==> src/hw/mtr_pkg.sv <==
// Package: constants and types for the multi-function timing relay logic
package mtr_pkg;

  // ----------------------------------------------------------------
  // Time base
  // ----------------------------------------------------------------
  localparam int MTR_CLK_HZ = 10_000_000;     // Reference clock rate
  localparam int MTR_TICK_US = 1000;          // Timer step, 1 ms
  localparam int MTR_TICK_CYCLES =
    (MTR_CLK_HZ / 1_000_000) * MTR_TICK_US;   // Cycles per timer step
  localparam int MTR_DB_TIME_US = 10000;      // Debounce settle time
  localparam int MTR_DB_CYCLES =
    (MTR_CLK_HZ / 1_000_000) * MTR_DB_TIME_US; // Cycles to settle
  localparam int MTR_FLASH_MS = 250;          // Half period of flashing

  // ----------------------------------------------------------------
  // Widths and reset values
  // ----------------------------------------------------------------
  localparam int MTR_PS_W = 16;               // Step prescaler width
  localparam int MTR_DB_W = 20;               // Debounce counter width
  localparam int MTR_CNT_W = 32;              // Elapsed ms counter width
  localparam int MTR_FL_W = 9;                // Flash counter width
  localparam logic MTR_RELAY_RST = 1'h0;      // Relay state after reset

  // ----------------------------------------------------------------
  // Selectable functions and states
  // ----------------------------------------------------------------
  typedef enum logic [2:0] {
    MTR_FN_MONITOR_POWER_ON = 3'h0,           // Edge monitor, on state
    MTR_FN_PULSE_MONITOR_LATCHING = 3'h1,     // Latching edge monitor
    MTR_FN_ON_DELAY = 3'h2,                   // Delay after power-up
    MTR_FN_OFF_DELAY = 3'h3,                  // Delay after power loss
    MTR_FN_POWER_LOSS_SINGLE_SHOT = 3'h4,     // Pulse at power loss
    MTR_FN_POWER_GAIN_SINGLE_SHOT = 3'h5,     // Pulse at power-up
    MTR_FN_POWER_BOTH_EDGES_SINGLE_SHOT = 3'h6 // Pulse at both
  } mtr_func_t;

  typedef enum logic [1:0] {
    MTR_ST_IDLE = 2'b00,                      // No interval running
    MTR_ST_TIMING = 2'b01,                    // Interval running
    MTR_ST_TRIPPED = 2'b10                    // Latched off
  } mtr_state_t;

  // Interval length in ms for each range switch position
  function automatic logic [MTR_CNT_W-1:0] mtr_range_ms(
    input logic [2:0] sel
  );
    case (sel)
      3'h0: mtr_range_ms = 32'h0000_0032;     // 50 ms
      3'h1: mtr_range_ms = 32'h0000_03E8;     // 1 s
      3'h2: mtr_range_ms = 32'h0000_2710;     // 10 s
      3'h3: mtr_range_ms = 32'h0000_EA60;     // 1 min
      3'h4: mtr_range_ms = 32'h0009_27C0;     // 10 min
      3'h5: mtr_range_ms = 32'h0036_EE80;     // 1 h
      3'h6: mtr_range_ms = 32'h1575_2A00;     // 100 h
      default: mtr_range_ms = 32'h0000_0032;  // Unused position
    endcase
  endfunction : mtr_range_ms

  // ----------------------------------------------------------------
  // Carriers and module state
  // ----------------------------------------------------------------
  typedef struct packed {
    logic relay;                              // Relay coil drive
    logic led_timing;                         // Supply / timing lamp
    logic led_output;                         // Output state lamp
  } mtr_ind_t;

  typedef struct packed {
    logic meta;                               // First sync stage
    logic sync;                               // Second sync stage
    logic stable;                             // Debounced level
    logic [MTR_DB_W-1:0] cnt;                 // Settle counter
  } mtr_db_st_t;

  typedef struct packed {
    logic running;                            // Interval in progress
    logic expire;                             // Expiry pulse
    logic tick;                               // 1 ms step pulse
    logic [MTR_PS_W-1:0] ps;                  // Step prescaler
    logic [MTR_CNT_W-1:0] cnt;                // Elapsed ms
  } mtr_tmr_st_t;

  typedef struct packed {
    mtr_state_t state;                        // Sequencer state
    mtr_ind_t ind;                            // Registered outputs
    logic sup_prev;                           // Last supply level
    logic ctrl_prev;                          // Last control level
    logic [5:0] sw_meta;                      // Switch first stage
    logic [5:0] sw_sync;                      // Switch second stage
    logic [2:0] func;                         // Active function code
    logic [2:0] range;                        // Active range code
    logic flash;                              // Flashing lamp phase
    logic [MTR_FL_W-1:0] flash_cnt;           // Flash step counter
  } mtr_top_st_t;

endpackage : mtr_pkg

==> src/hw/mtr_relay.sv <==
// Top level sequencer of the multi-function timing relay
`timescale 1ns/1ps

// Operation
// RL1 - Power-on monitor: control high at power starts
// RL2 - Power-on monitor: no edge, output off
// RL3 - Monitor: each rising edge restarts, output on
// RL4 - Other party re-closes contact within interval
// RL5 - Latching monitor: output on at power-up
// RL6 - Latching monitor: closure starts the interval
// RL7 - Latching monitor: expiry trips, pulses ignored
// RL8 - Latching monitor: only power cycle restarts
// RL9 - On-delay: time from power-up, then on
// RL10 - On-delay: power loss discards elapsed time
// RL11 - Off-delay: on while powered, time at loss
// RL12 - Off-delay: power return cancels the interval
// RL13 - Loss shot: pulse starts at power loss
// RL14 - Loss shot: power return leaves pulse running
// RL15 - Gain shot: pulse at power-up, then off
// RL16 - Gain shot: dropout leaves pulse running
// RL17 - Both-edge shot: pulse at gain and loss
// RL18 - Both-edge shot: running pulse never cut
// RL19 - Function and range from seven-way switches
// RL20 - Lamps: flash timing, steady idle, follow output
// RL21 - Supply debounced; timing continues after loss
// RL22 - Control debounced, edges found synchronously
module mtr_relay
  import mtr_pkg::*;
#(
  parameter int TICK_CYCLES = MTR_TICK_CYCLES, // Cycles per 1 ms step
  parameter int DB_CYCLES = MTR_DB_CYCLES     // Debounce settle cycles
) (
  input wire logic ref_clk,
  input wire logic rst,
  input wire logic supply_sense,
  input wire logic ctrl_in,
  input wire logic [2:0] func_sel,
  input wire logic [2:0] range_sel,
  output mtr_ind_t ind
);

  // ----------------------------------------------------------------
  // Declarations
  // ----------------------------------------------------------------
  mtr_top_st_t st_r;                          // Registered state
  mtr_top_st_t st_nxt;                        // Next state
  logic sup_db;                               // Debounced supply level
  logic ctrl_db;                              // Debounced control level
  logic sup_rise;                             // Supply appeared
  logic sup_fall;                             // Supply lost
  logic ctrl_rise;                            // Control contact closed
  logic busy;                                 // Interval still running
  logic tmr_start;                            // Restart the interval
  logic tmr_stop;                             // Abandon the interval
  logic tmr_expire;                           // Interval completed
  logic tmr_tick;                             // 1 ms step
  logic [MTR_CNT_W-1:0] limit_ms;             // Selected interval

  // ----------------------------------------------------------------
  // Input conditioning
  // ----------------------------------------------------------------
  // Supply presence filtered before it steers anything
  mtr_debounce #(
    .DB_CYCLES(DB_CYCLES)
  ) u_sup_db (
    .ref_clk(ref_clk),
    .rst(rst),
    .pin_in(supply_sense),
    .level(sup_db)                            // RL21
  );

  // Control contact filtered so bounce gives one edge
  mtr_debounce #(
    .DB_CYCLES(DB_CYCLES)
  ) u_ctrl_db (
    .ref_clk(ref_clk),
    .rst(rst),
    .pin_in(ctrl_in),
    .level(ctrl_db)                           // RL22
  );

  // ----------------------------------------------------------------
  // Interval timer
  // ----------------------------------------------------------------
  // Limit follows the range switch of the active setting
  assign limit_ms = mtr_range_ms(st_r.range); // RL19

  // Counter keeps running through supply changes unless the sequencer asserts tmr_stop
  mtr_timer #(
    .TICK_CYCLES(TICK_CYCLES)
  ) u_timer (
    .ref_clk(ref_clk),
    .rst(rst),
    .start(tmr_start),
    .stop(tmr_stop),
    .limit_ms(limit_ms),
    .running(),
    .expire(tmr_expire),
    .ms_tick(tmr_tick)
  );

  // ----------------------------------------------------------------
  // Edge detection
  // ----------------------------------------------------------------
  // Filtered levels against their last sampled values
  assign sup_rise = sup_db & ~st_r.sup_prev;
  assign sup_fall = ~sup_db & st_r.sup_prev;
  assign ctrl_rise = ctrl_db & ~st_r.ctrl_prev; // RL22
  // Expiry in this cycle frees the sequencer for a new pulse
  assign busy = (st_r.state == MTR_ST_TIMING) & ~tmr_expire;

  // ----------------------------------------------------------------
  // Sequencer
  // ----------------------------------------------------------------
  // One pass per cycle: events in, relay and timer commands out
  always_comb begin
    st_nxt = st_r;
    tmr_start = 1'b0;
    tmr_stop = 1'b0;
    st_nxt.sup_prev = sup_db;
    st_nxt.ctrl_prev = ctrl_db;
    // Selector switches through two flops
    st_nxt.sw_meta = {func_sel, range_sel};
    st_nxt.sw_sync = st_r.sw_meta;
    st_nxt.range = st_r.sw_sync[2:0];         // RL19
    if (st_r.sw_sync[5:3] != st_r.func) begin
      // New function: drop everything, replay power-up
      st_nxt.func = st_r.sw_sync[5:3];        // RL19
      st_nxt.state = MTR_ST_IDLE;
      st_nxt.ind.relay = 1'b0;
      st_nxt.sup_prev = 1'b0;
      tmr_stop = 1'b1;
    end else begin
      unique case (st_r.func)
        MTR_FN_MONITOR_POWER_ON: begin
          if (!sup_db) begin
            // Unpowered: relay drops, timing abandoned
            st_nxt.ind.relay = 1'b0;
            st_nxt.state = MTR_ST_IDLE;
            tmr_stop = 1'b1;
          end else if (sup_rise && ctrl_db) begin
            // Control already on at power-up
            st_nxt.ind.relay = 1'b1;          // RL1
            st_nxt.state = MTR_ST_TIMING;
            tmr_start = 1'b1;                 // RL1
          end else if (ctrl_rise) begin
            // Fresh edge retriggers, keeps relay on (RL4)
            st_nxt.ind.relay = 1'b1;          // RL3
            st_nxt.state = MTR_ST_TIMING;
            tmr_start = 1'b1;                 // RL3
          end else if (tmr_expire) begin
            // No edge in time
            st_nxt.ind.relay = 1'b0;          // RL2
            st_nxt.state = MTR_ST_IDLE;
          end
        end
        MTR_FN_PULSE_MONITOR_LATCHING: begin
          if (!sup_db) begin
            // Power loss clears the trip for the next power-up
            st_nxt.ind.relay = 1'b0;
            st_nxt.state = MTR_ST_IDLE;       // RL8
            tmr_stop = 1'b1;
          end else if (sup_rise) begin
            // Relay on before any control activity
            st_nxt.ind.relay = 1'b1;          // RL5
            st_nxt.state = MTR_ST_IDLE;
          end else if (st_r.state == MTR_ST_TRIPPED) begin
            // Tripped: control pulses have no effect
            st_nxt.ind.relay = 1'b0;          // RL8
          end else if (ctrl_rise) begin
            // Each closure starts the interval again
            st_nxt.state = MTR_ST_TIMING;
            tmr_start = 1'b1;                 // RL6
          end else if (tmr_expire) begin
            // Missed closure latches the relay off
            st_nxt.ind.relay = 1'b0;          // RL7
            st_nxt.state = MTR_ST_TRIPPED;    // RL7
          end
        end
        MTR_FN_ON_DELAY: begin
          if (!sup_db) begin
            // Loss forgets elapsed time
            st_nxt.ind.relay = 1'b0;
            st_nxt.state = MTR_ST_IDLE;
            tmr_stop = 1'b1;                  // RL10
          end else if (sup_rise) begin
            // Time from zero at each power-up
            st_nxt.ind.relay = 1'b0;
            st_nxt.state = MTR_ST_TIMING;
            tmr_start = 1'b1;                 // RL9
          end else if (tmr_expire) begin
            // On until supply goes
            st_nxt.ind.relay = 1'b1;          // RL9
            st_nxt.state = MTR_ST_IDLE;
          end
        end
        MTR_FN_OFF_DELAY: begin
          if (sup_db) begin
            // Powered: relay on, any interval cancelled
            st_nxt.ind.relay = 1'b1;          // RL11
            st_nxt.state = MTR_ST_IDLE;
            tmr_stop = 1'b1;                  // RL12
          end else if (sup_fall) begin
            // Time after power removal
            st_nxt.state = MTR_ST_TIMING;
            tmr_start = 1'b1;                 // RL11
          end else if (tmr_expire) begin
            // Interval over, relay drops
            st_nxt.ind.relay = 1'b0;          // RL11
            st_nxt.state = MTR_ST_IDLE;
          end
        end
        MTR_FN_POWER_LOSS_SINGLE_SHOT: begin
          if (tmr_expire) begin
            // Pulse ends whatever the supply
            st_nxt.ind.relay = 1'b0;          // RL13
            st_nxt.state = MTR_ST_IDLE;
          end
          if (sup_fall && !busy) begin
            // Supply return is not looked at while busy
            st_nxt.ind.relay = 1'b1;          // RL13
            st_nxt.state = MTR_ST_TIMING;     // RL14
            tmr_start = 1'b1;                 // RL21
          end
        end
        MTR_FN_POWER_GAIN_SINGLE_SHOT: begin
          if (tmr_expire) begin
            // Off until the next power-up
            st_nxt.ind.relay = 1'b0;          // RL15
            st_nxt.state = MTR_ST_IDLE;
          end
          if (sup_rise && !busy) begin
            // Dropout mid-pulse does not restart it
            st_nxt.ind.relay = 1'b1;          // RL15
            st_nxt.state = MTR_ST_TIMING;     // RL16
            tmr_start = 1'b1;                 // RL15
          end
        end
        MTR_FN_POWER_BOTH_EDGES_SINGLE_SHOT: begin
          if (tmr_expire) begin
            // Pulse over, wait for the next edge
            st_nxt.ind.relay = 1'b0;          // RL17
            st_nxt.state = MTR_ST_IDLE;
          end
          if ((sup_rise || sup_fall) && !busy) begin
            // Any supply edge fires, unless a pulse still runs
            st_nxt.ind.relay = 1'b1;          // RL17
            st_nxt.state = MTR_ST_TIMING;     // RL18
            tmr_start = 1'b1;                 // RL17
          end
        end
        default: begin
          // Unused switch position: relay held off
          st_nxt.ind.relay = 1'b0;
          st_nxt.state = MTR_ST_IDLE;
          tmr_stop = 1'b1;
        end
      endcase
    end

    // Flash phase steps only while an interval runs
    if (st_r.state != MTR_ST_TIMING) begin
      // Not timing: phase parked on the lit half
      st_nxt.flash = 1'b0;
      st_nxt.flash_cnt = '0;
    end else if (tmr_tick) begin
      if (st_r.flash_cnt == MTR_FL_W'(MTR_FLASH_MS - 1)) begin
        // Half period of ticks done, swap phase
        st_nxt.flash = ~st_r.flash;
        st_nxt.flash_cnt = '0;
      end else begin
        // Count another step
        st_nxt.flash_cnt = st_r.flash_cnt + MTR_FL_W'(1);
      end
    end

    // Lamps: flash when timing, steady with supply
    if (st_nxt.state == MTR_ST_TIMING) begin
      // Timing: lamp follows the flash phase
      st_nxt.ind.led_timing = ~st_nxt.flash;  // RL20
    end else begin
      // Idle: lamp shows the filtered supply
      st_nxt.ind.led_timing = sup_db;         // RL20
    end
    st_nxt.ind.led_output = st_nxt.ind.relay; // RL20
  end

  // ----------------------------------------------------------------
  // Registers
  // ----------------------------------------------------------------
  // Synchronous reset; function latched from switches afterwards
  always_ff @(posedge ref_clk) begin
    if (rst) begin
      st_r <= '0;
      st_r.ind.relay <= MTR_RELAY_RST;
    end else begin
      st_r <= st_nxt;
    end
  end

  // Relay and lamps come straight from flops
  assign ind = st_r.ind;

endmodule : mtr_relay

==> src/hw/mtr_debounce.sv <==
// Two-flop synchroniser with a debounce filter for one pin
`timescale 1ns/1ps
module mtr_debounce
  import mtr_pkg::*;
#(
  parameter int DB_CYCLES = MTR_DB_CYCLES     // Cycles a level must hold
) (
  input wire logic ref_clk,
  input wire logic rst,
  input wire logic pin_in,
  output logic level
);

  mtr_db_st_t st_r;                           // Registered state
  mtr_db_st_t st_nxt;                         // Next state

  // ----------------------------------------------------------------
  // Next state
  // ----------------------------------------------------------------
  // Sync the pin, then accept a new level only once it has held
  always_comb begin
    st_nxt = st_r;
    st_nxt.meta = pin_in;
    st_nxt.sync = st_r.meta;
    if (st_r.sync == st_r.stable) begin
      // Level agrees, restart the settle count
      st_nxt.cnt = '0;
    end else if (st_r.cnt == MTR_DB_W'(DB_CYCLES - 1)) begin
      // Held long enough, take it
      st_nxt.stable = st_r.sync;
      st_nxt.cnt = '0;
    end else begin
      // Still settling
      st_nxt.cnt = st_r.cnt + MTR_DB_W'(1);
    end
  end

  // ----------------------------------------------------------------
  // Registers
  // ----------------------------------------------------------------
  // Synchronous reset to a quiet low level
  always_ff @(posedge ref_clk) begin
    if (rst) begin
      st_r <= '0;
    end else begin
      st_r <= st_nxt;
    end
  end

  assign level = st_r.stable;

endmodule : mtr_debounce

==> src/hw/mtr_timer.sv <==
// Interval timer counting 1 ms steps up to a selected limit
`timescale 1ns/1ps
module mtr_timer
  import mtr_pkg::*;
#(
  parameter int TICK_CYCLES = MTR_TICK_CYCLES // Cycles per 1 ms step
) (
  input wire logic ref_clk,
  input wire logic rst,
  input wire logic start,
  input wire logic stop,
  input wire logic [MTR_CNT_W-1:0] limit_ms,
  output logic running,
  output logic expire,
  output logic ms_tick
);

  mtr_tmr_st_t st_r;                          // Registered state
  mtr_tmr_st_t st_nxt;                        // Next state

  // ----------------------------------------------------------------
  // Next state
  // ----------------------------------------------------------------
  // Stop beats start; start always restarts from zero
  always_comb begin
    st_nxt = st_r;
    st_nxt.expire = 1'b0;
    st_nxt.tick = 1'b0;
    if (stop) begin
      // Abandon the interval, elapsed time is lost
      st_nxt.running = 1'b0;
      st_nxt.cnt = '0;
    end else if (start) begin
      // Fresh interval, prescaler aligned to the start
      st_nxt.running = 1'b1;
      st_nxt.ps = '0;
      st_nxt.cnt = '0;
    end else if (st_r.running) begin
      if (st_r.ps == MTR_PS_W'(TICK_CYCLES - 1)) begin
        // One more millisecond elapsed
        st_nxt.ps = '0;
        st_nxt.tick = 1'b1;
        st_nxt.cnt = st_r.cnt + MTR_CNT_W'(1);
        if (st_r.cnt + MTR_CNT_W'(1) >= limit_ms) begin
          // Interval complete
          st_nxt.running = 1'b0;
          st_nxt.expire = 1'b1;
        end
      end else begin
        st_nxt.ps = st_r.ps + MTR_PS_W'(1);
      end
    end
  end

  // ----------------------------------------------------------------
  // Registers
  // ----------------------------------------------------------------
  // Synchronous reset leaves the timer stopped
  always_ff @(posedge ref_clk) begin
    if (rst) begin
      st_r <= '0;
    end else begin
      st_r <= st_nxt;
    end
  end

  assign running = st_r.running;
  assign expire = st_r.expire;
  assign ms_tick = st_r.tick;

endmodule : mtr_timer

==> config.mk <==
export PLATFORM = sky130hd
export DESIGN_NAME = mtr_relay
export DESIGN_NICKNAME = d
export VERILOG_FILES = /design/src/hw/mtr_pkg.sv /design/src/hw/mtr_relay.sv /design/src/hw/mtr_debounce.sv /design/src/hw/mtr_timer.sv
export SDC_FILE = /design/constraint.sdc
export NUM_CORES = 1
export LEC_CHECK = 0
export BUFFER_PORTS_ARGS = -buffer_cell sky130_fd_sc_hd__buf_2
export CAP_MARGIN = 40
export CORE_ASPECT_RATIO = 0.75
export CORE_UTILIZATION = 55
export DETAILED_ROUTE_END_ITERATION = 6
export PLACE_DENSITY = 0.74
export SETUP_SLACK_MARGIN = 0.4
export SLEW_MARGIN = 20
export SYNTH_ARGS = -nofsm -noshare
export SYNTH_HDL_FRONTEND = slang
export SYNTH_HIERARCHICAL = 1
export SYNTH_SLANG_ARGS = --single-unit
==> constraint.sdc <==
create_clock -name ref_clk -period 3.12 [get_ports ref_clk]
set_clock_uncertainty 0.2 [all_clocks]
set_input_delay 0.312 -clock ref_clk [delete_from_list [all_inputs] [get_ports ref_clk]]
set_output_delay 0.312 -clock ref_clk [all_outputs]
set_load 0.005 [all_outputs]
=== After elaboration in Yosys (flattened, before gate mapping) ===
Cells that the tools add are included.

* Logic and storage cells: 149
* Output and inout bits: 3
* Flip-flop bits (word level): 131
* Input port bits: 10

* Magnitude comparators: 1
* Equal/unequal tests: 27
* Bitwise operators: 15
* Multiplexer cells: 54
* Add/subtract/negate cells: 5
* Reductions and logical operators: 23

{| class="wikitable"
|+ Operator list
! kind !! number
|-
| $pmux W29 S6 || 1
|-
| $mux W51 || 1
|-
| $mux W3 || 16
|-
| $mux W48 || 1
|-
| $add A20 B1 Y20 const B || 2
|-
| $eq A20 B17 Y1 const B || 2
|-
| $add A32 B1 Y32 const B || 1
|-
| $ge A32 B29 Y1 || 1
|-
| $mux W32 || 1
|-
| $mux W1 || 23
|-
| $pmux W3 S7 || 1
|-
| $mux W10 || 2
|-
| $eq A3 B3 Y1 const B || 6
|-
| $add A16 B1 Y16 const B || 1
|-
| $eq A16 B14 Y1 const B || 1
|-
| $mux W16 || 1
|-
| $reduce_or A3 Y1 || 5
|-
| $eq A3 B2 Y1 const B || 4
|-
| $not A1 Y1 || 11
|-
| $add A9 B1 Y9 const B || 1
|-
| $eq A9 B8 Y1 const B || 1
|-
| $mux W9 || 1
|-
| $mux W2 || 4
|-
| $reduce_and A2 Y1 || 4
|-
| 22 further kinds || 33
|}

=== Longest topological paths before layout ===
* Depth in word-level cells: 10
* Depth in mapped cells: 15
* Depth with buffers taken out: 13

=== Cells and area by module ===
The synthesis kept the hierarchy.

{| class="wikitable"
|+ Modules (own cells, without submodules)
! module !! instances !! area each (µm²) !! cells each
|-
| mtr_timer || 1 || 3649.8 || 462
|-
| mtr_debounce || 2 || 1052.3 || 122
|-
| mtr_relay || 1 || 1794.2 || 216
|}

=== Least setup slack after synthesis ===
No wires, ideal clock.

* Kind: reg2reg
* From: reg u_timer/st_r[0] in the netlist's numbering
* To: reg u_timer.st_r, in the netlist u_timer/running
* Data arrival time: 2.893 ns
* Clock period less this slack: 3.213 ns
* Setup slack: -0.093 ns
* Library setup time: 0.120 ns
* Cell stages (with the launch flop): 13
* Data required time: 2.800 ns
* Buffers on the path: 0
* Cell sequence: dfxtp_1 ha_1 nand4_2 nor3_4 nand2_1 xnor2_1 ha_1 nand4_1 or3_1 a221o_1 a311oi_1 nor2_1 o31a_1

* Longest elaborated chain between the ends: 6

{| class="wikitable"
|+ Ends and longest elaborated chain
! element !! RTL line !! text
|-
| start: declaration || mtr_timer.sv:18 || <nowiki>mtr_tmr_st_t st_r;</nowiki>
|-
| start signal: assignment || mtr_timer.sv:63 || <nowiki>st_r <= st_nxt;</nowiki>
|-
| $add A32 B1 Y32 || mtr_timer.sv:44 || <nowiki>if (st_r.cnt + MTR_CNT_W'(1) >= limit_ms) begin</nowiki>
|-
| $ge A32 B29 Y1 || mtr_timer.sv:44 ||
|-
| $mux W2 || mtr_timer.sv:44 ||
|-
| $mux W3 || mtr_timer.sv:39 || <nowiki>if (st_r.ps == MTR_PS_W'(TICK_CYCLES - 1)) begin</nowiki>
|-
| $mux W51 || mtr_timer.sv:38 || <nowiki>end else if (st_r.running) begin</nowiki>
|-
| $mux W1 || mtr_timer.sv:33 || <nowiki>end else if (start) begin</nowiki>
|}

Every way passes these cells. The select of a mux whose other input is x is not followed.
A chain may end at the register's enable or synchronous reset.

=== Final worst setup path ===
Ends and elaborated chain as after synthesis.

==> results.toml <==
[status]
status = "finished with violations"
violations = "setup timing"

[routing]
wl_per_cell_um = 14.2
via_per_inst = 5.50
ant_nets = 0
drt_iter0_drc = 405
drcViolationCount = 0
wl_um = 16800
via_count = 6503
drtPass1Iterations = 4

[cts]
root_buffer = "clkbuf_16"
clk_latency_ns = 0.43
clock-sinks = 131
cts_tree = "yes"
clk_path_buf_depth = 2
cts_made_buffers = 17
htree_levels = 4
path_clk_slew_ns = 0.06

[synthesis]
synth_top_family_by_area = "simple AND/OR/NAND/NOR gates"
ys_ff_latch = 131
synth_compound_area_share_pct = 11.6
synthesis.area_um2 = 7550
seq_area_frac_synth_pct = 34.7
yosys_warnings = 6
synth_xor_area_share_pct = 10.8
ys_types = 73
synthCells = 922
synth_edf_count = 0
synthMuxAreaShare_pct = 0.398
synth-simple-area-share_pct = 30.2
synthArstFlopShare_pct = 0
ys.flop_type = "dfxtp_1"
avgSynthCellArea_um2 = 8.19
synthAdderAreaFrac_pct = 6.96

[timing]
max_freq_mhz = 318
timing.final.crit_share_pct = 101
layout_setup_ws_ns = -0.0204
finalHoldViolCount = 0
slew_violations = 0
post-route-min-period_ns = 3.14
tightest_slew_ns = 0.557
slew_headroom_pct = 62.6
finalSetupViolCount = 1
grt_setup_unrepaired = "true"
hold_ws_ns = 0.0760

[critical_path]
crit_fanout = 3
slowest_stage = "dfxtp_4"
arrival_ns = 3.26
r2r_slack_ns = -0.02
reg2reg_from = "u_timer/st_r[0]"
reg2reg_to = "u_timer/running"
slowest_delay_ns = 0.38
cp-end-kind = "flop"
cp.required_ns = 3.24
start_kind = "flop"
crit_chain = "nand3_4, buf_12, nor4_4, buf_4, nand3_2, xnor2_1, ha_1, nand4_1, or3_1, a221o_1, a311oi_2, nor2_1, o31a_1"
crit_type = "reg -> reg"
rr_worst_depth = 13

[layout]
area_growth_pct = 21.9
layout_commonest_cell = "dfxtp_1"
final_cell_mix = "dfxtp_1, nor2_1, nand2_1"
layout.cells.non_filler = 1183
drive_gt1_share_pct = 20.0
nNetsFinal = 1051
diodes = 0

[run]
drv_cap = 0

[global_route]
grt_overflow = 0
grt_max_degree = 35
grt_use_total_pct = 24.6
grt_pass1_vias = 5704
grt_pass1_wl_um = 27300
antenna_found_initial = 0

[power]
intPower_mw = 3.00
pwr_density_cell_nw_per_um2 = 420
finalPower_mw = 3.87
p_switching_mw = 0.869
power.leakage_nw = 3.31
p_comb_share_pct = 3.0
seq_power_share_pct = 43.7
switching_share_pct = 22.5
p_clk_share_pct = 53.3
max-vdd-ir-drop_uv = 576

[die]
dieHeight_um = 103
start_util_pct = 57.2
core_area_um2 = 13200
die-area_um2 = 14200
ios = 13
die_w_um = 137
std_cell_rows = 36

[placed_design]
dp_worst_setup_slack_ns = -0.0949
dp_hpwl_um = 11100
globalplace.congestion = 0.932
port_buffers = 12
dp_cells = 1119

[min_path]
hp-class = "in -> reg"
hp-start = "rst"
hold_depth = 2
hold_end = "u_sup_db/st_nxt[21]"
-- final cells by class --
class,count,area (µm²)
flip-flops and latches,131,2650
inverters,57,216
repair buffers,87,704
fillers,1007,4000
well taps,171,214
clock inverters,14,178
multi-input cells,705,4800
clock buffers,18,429
-- worst max path at each step --
stage / from / to / depth (start not counted)
global placement: u_timer/st_r[3] / u_timer/running / 13
floorplan: u_timer/st_r[0] / u_timer/running / 12
finish: u_timer/st_r[0] / u_timer/running / 13
CTS: u_timer/st_r[0] / u_timer/running / 12
global route: u_timer/st_r[0] / u_timer/running / 13
detailed placement: u_timer/st_r[3] / u_timer/running / 12
-- cells in the mapped netlist, drive strengths merged (3+ instances only) --
| cell type | count | area (µm²) |
|---|---|---|
| a211oi | 7 | 52.6 |
| a21oi | 44 | 220 |
| a22oi | 3 | 22.5 |
| a311oi | 6 | 52.6 |
| and2 | 4 | 25.0 |
| and3 | 12 | 76.3 |
| and4 | 6 | 57.6 |
| buf | 18 | 115 |
| clkbuf | 19 | 71.3 |
| dfxtp | 131 | 2620 |
| ha | 42 | 526 |
| inv | 57 | 214 |
| mux2i | 3 | 30.0 |
| nand2 | 73 | 274 |
| nand2b | 9 | 56.3 |
| nand3 | 40 | 200 |
| nand4 | 28 | 224 |
| nand4b | 3 | 26.3 |
| nor2 | 116 | 435 |
| nor2b | 31 | 196 |
| nor3 | 32 | 211 |
| nor4 | 14 | 124 |
| nor4bb | 3 | 30.0 |
| o211ai | 3 | 22.5 |
| o21a | 4 | 30.0 |
| o21ai | 38 | 190 |
| o31a | 3 | 26.3 |
| o31ai | 8 | 60.1 |
| or2 | 10 | 62.6 |
| or3 | 16 | 100 |
| or4 | 13 | 100 |
| xnor2 | 53 | 464 |
| xor2 | 40 | 350 |
-- repair_timing --
item	CTS	global route
gates resized for setup	28	32
pin swaps	21	31
buffers inserted	17	7
hold endpoints to repair	8	0
endpoints found under the setup margin	10	18
hold buffers	8	0
-- critical path, delay by kind of cell, from the launching register on --
family,cells,cell delay [ns]
adder cells (fa/ha/maj),1,0.29
buffers and inverters,2,0.31
AND/OR/NAND/NOR,6,0.88
flip-flops,1,0.38
AO/OA/AOI/OAI,3,0.81
XOR/XNOR,1,0.15
-- per-stage QoR --
step	utilization (%)	cell area, µm²	TNS [ns]
global route	69.7	9200	-0.234
detailed placement	61.2	8080	-0.182
finish	69.7	9200	-0.0204
global placement	61.2	8080	-0.0744
floorplan	-	7660	0
CTS	68.3	9010	0
-- registers in the layout, indices dropped and copies added (netlist names), 2 cells and up --
signal and flops:
u_timer/st_r 48, st_r 23, u_ctrl_db/st_r 21, u_sup_db/st_r 21
st_nxt 9, ind 2
-- power by group through the flow --
stage / logic [mW] / registers, mW / clock network, mW
3_3_place_gp: 0.0969 / 1.73 / 0
6_report: 0.115 / 1.69 / 2.06
5_1_grt: 0.129 / 1.69 / 2.17
4_1_cts: 0.110 / 1.69 / 2.10
3_5_place_dp: 0.0983 / 1.73 / 0
2_1_floorplan: 0.0678 / 1.72 / 0
-- cells by family (layout without fill, tap and decap cells) --
logic type	count (synthesis)	count (layout)
buffers and inverters	94	176
adder cells (fa/ha/maj)	42	42
AND/OR/NAND/NOR	419	419
multiplexers	3	3
AO/OA/AOI/OAI	139	139
XOR/XNOR	93	93
flip-flops	131	131
other	1	9
-- per-layer routing --
layer  vias up  track usage [%]  share of wire, %
li1       3359                -                 -
met5         -                0                 0
met4         0             5.83              0.86
met3        12             5.41               4.5
met2       130             36.5                43
met1      3002             36.1                52
(Power assumes the default switching activity.)
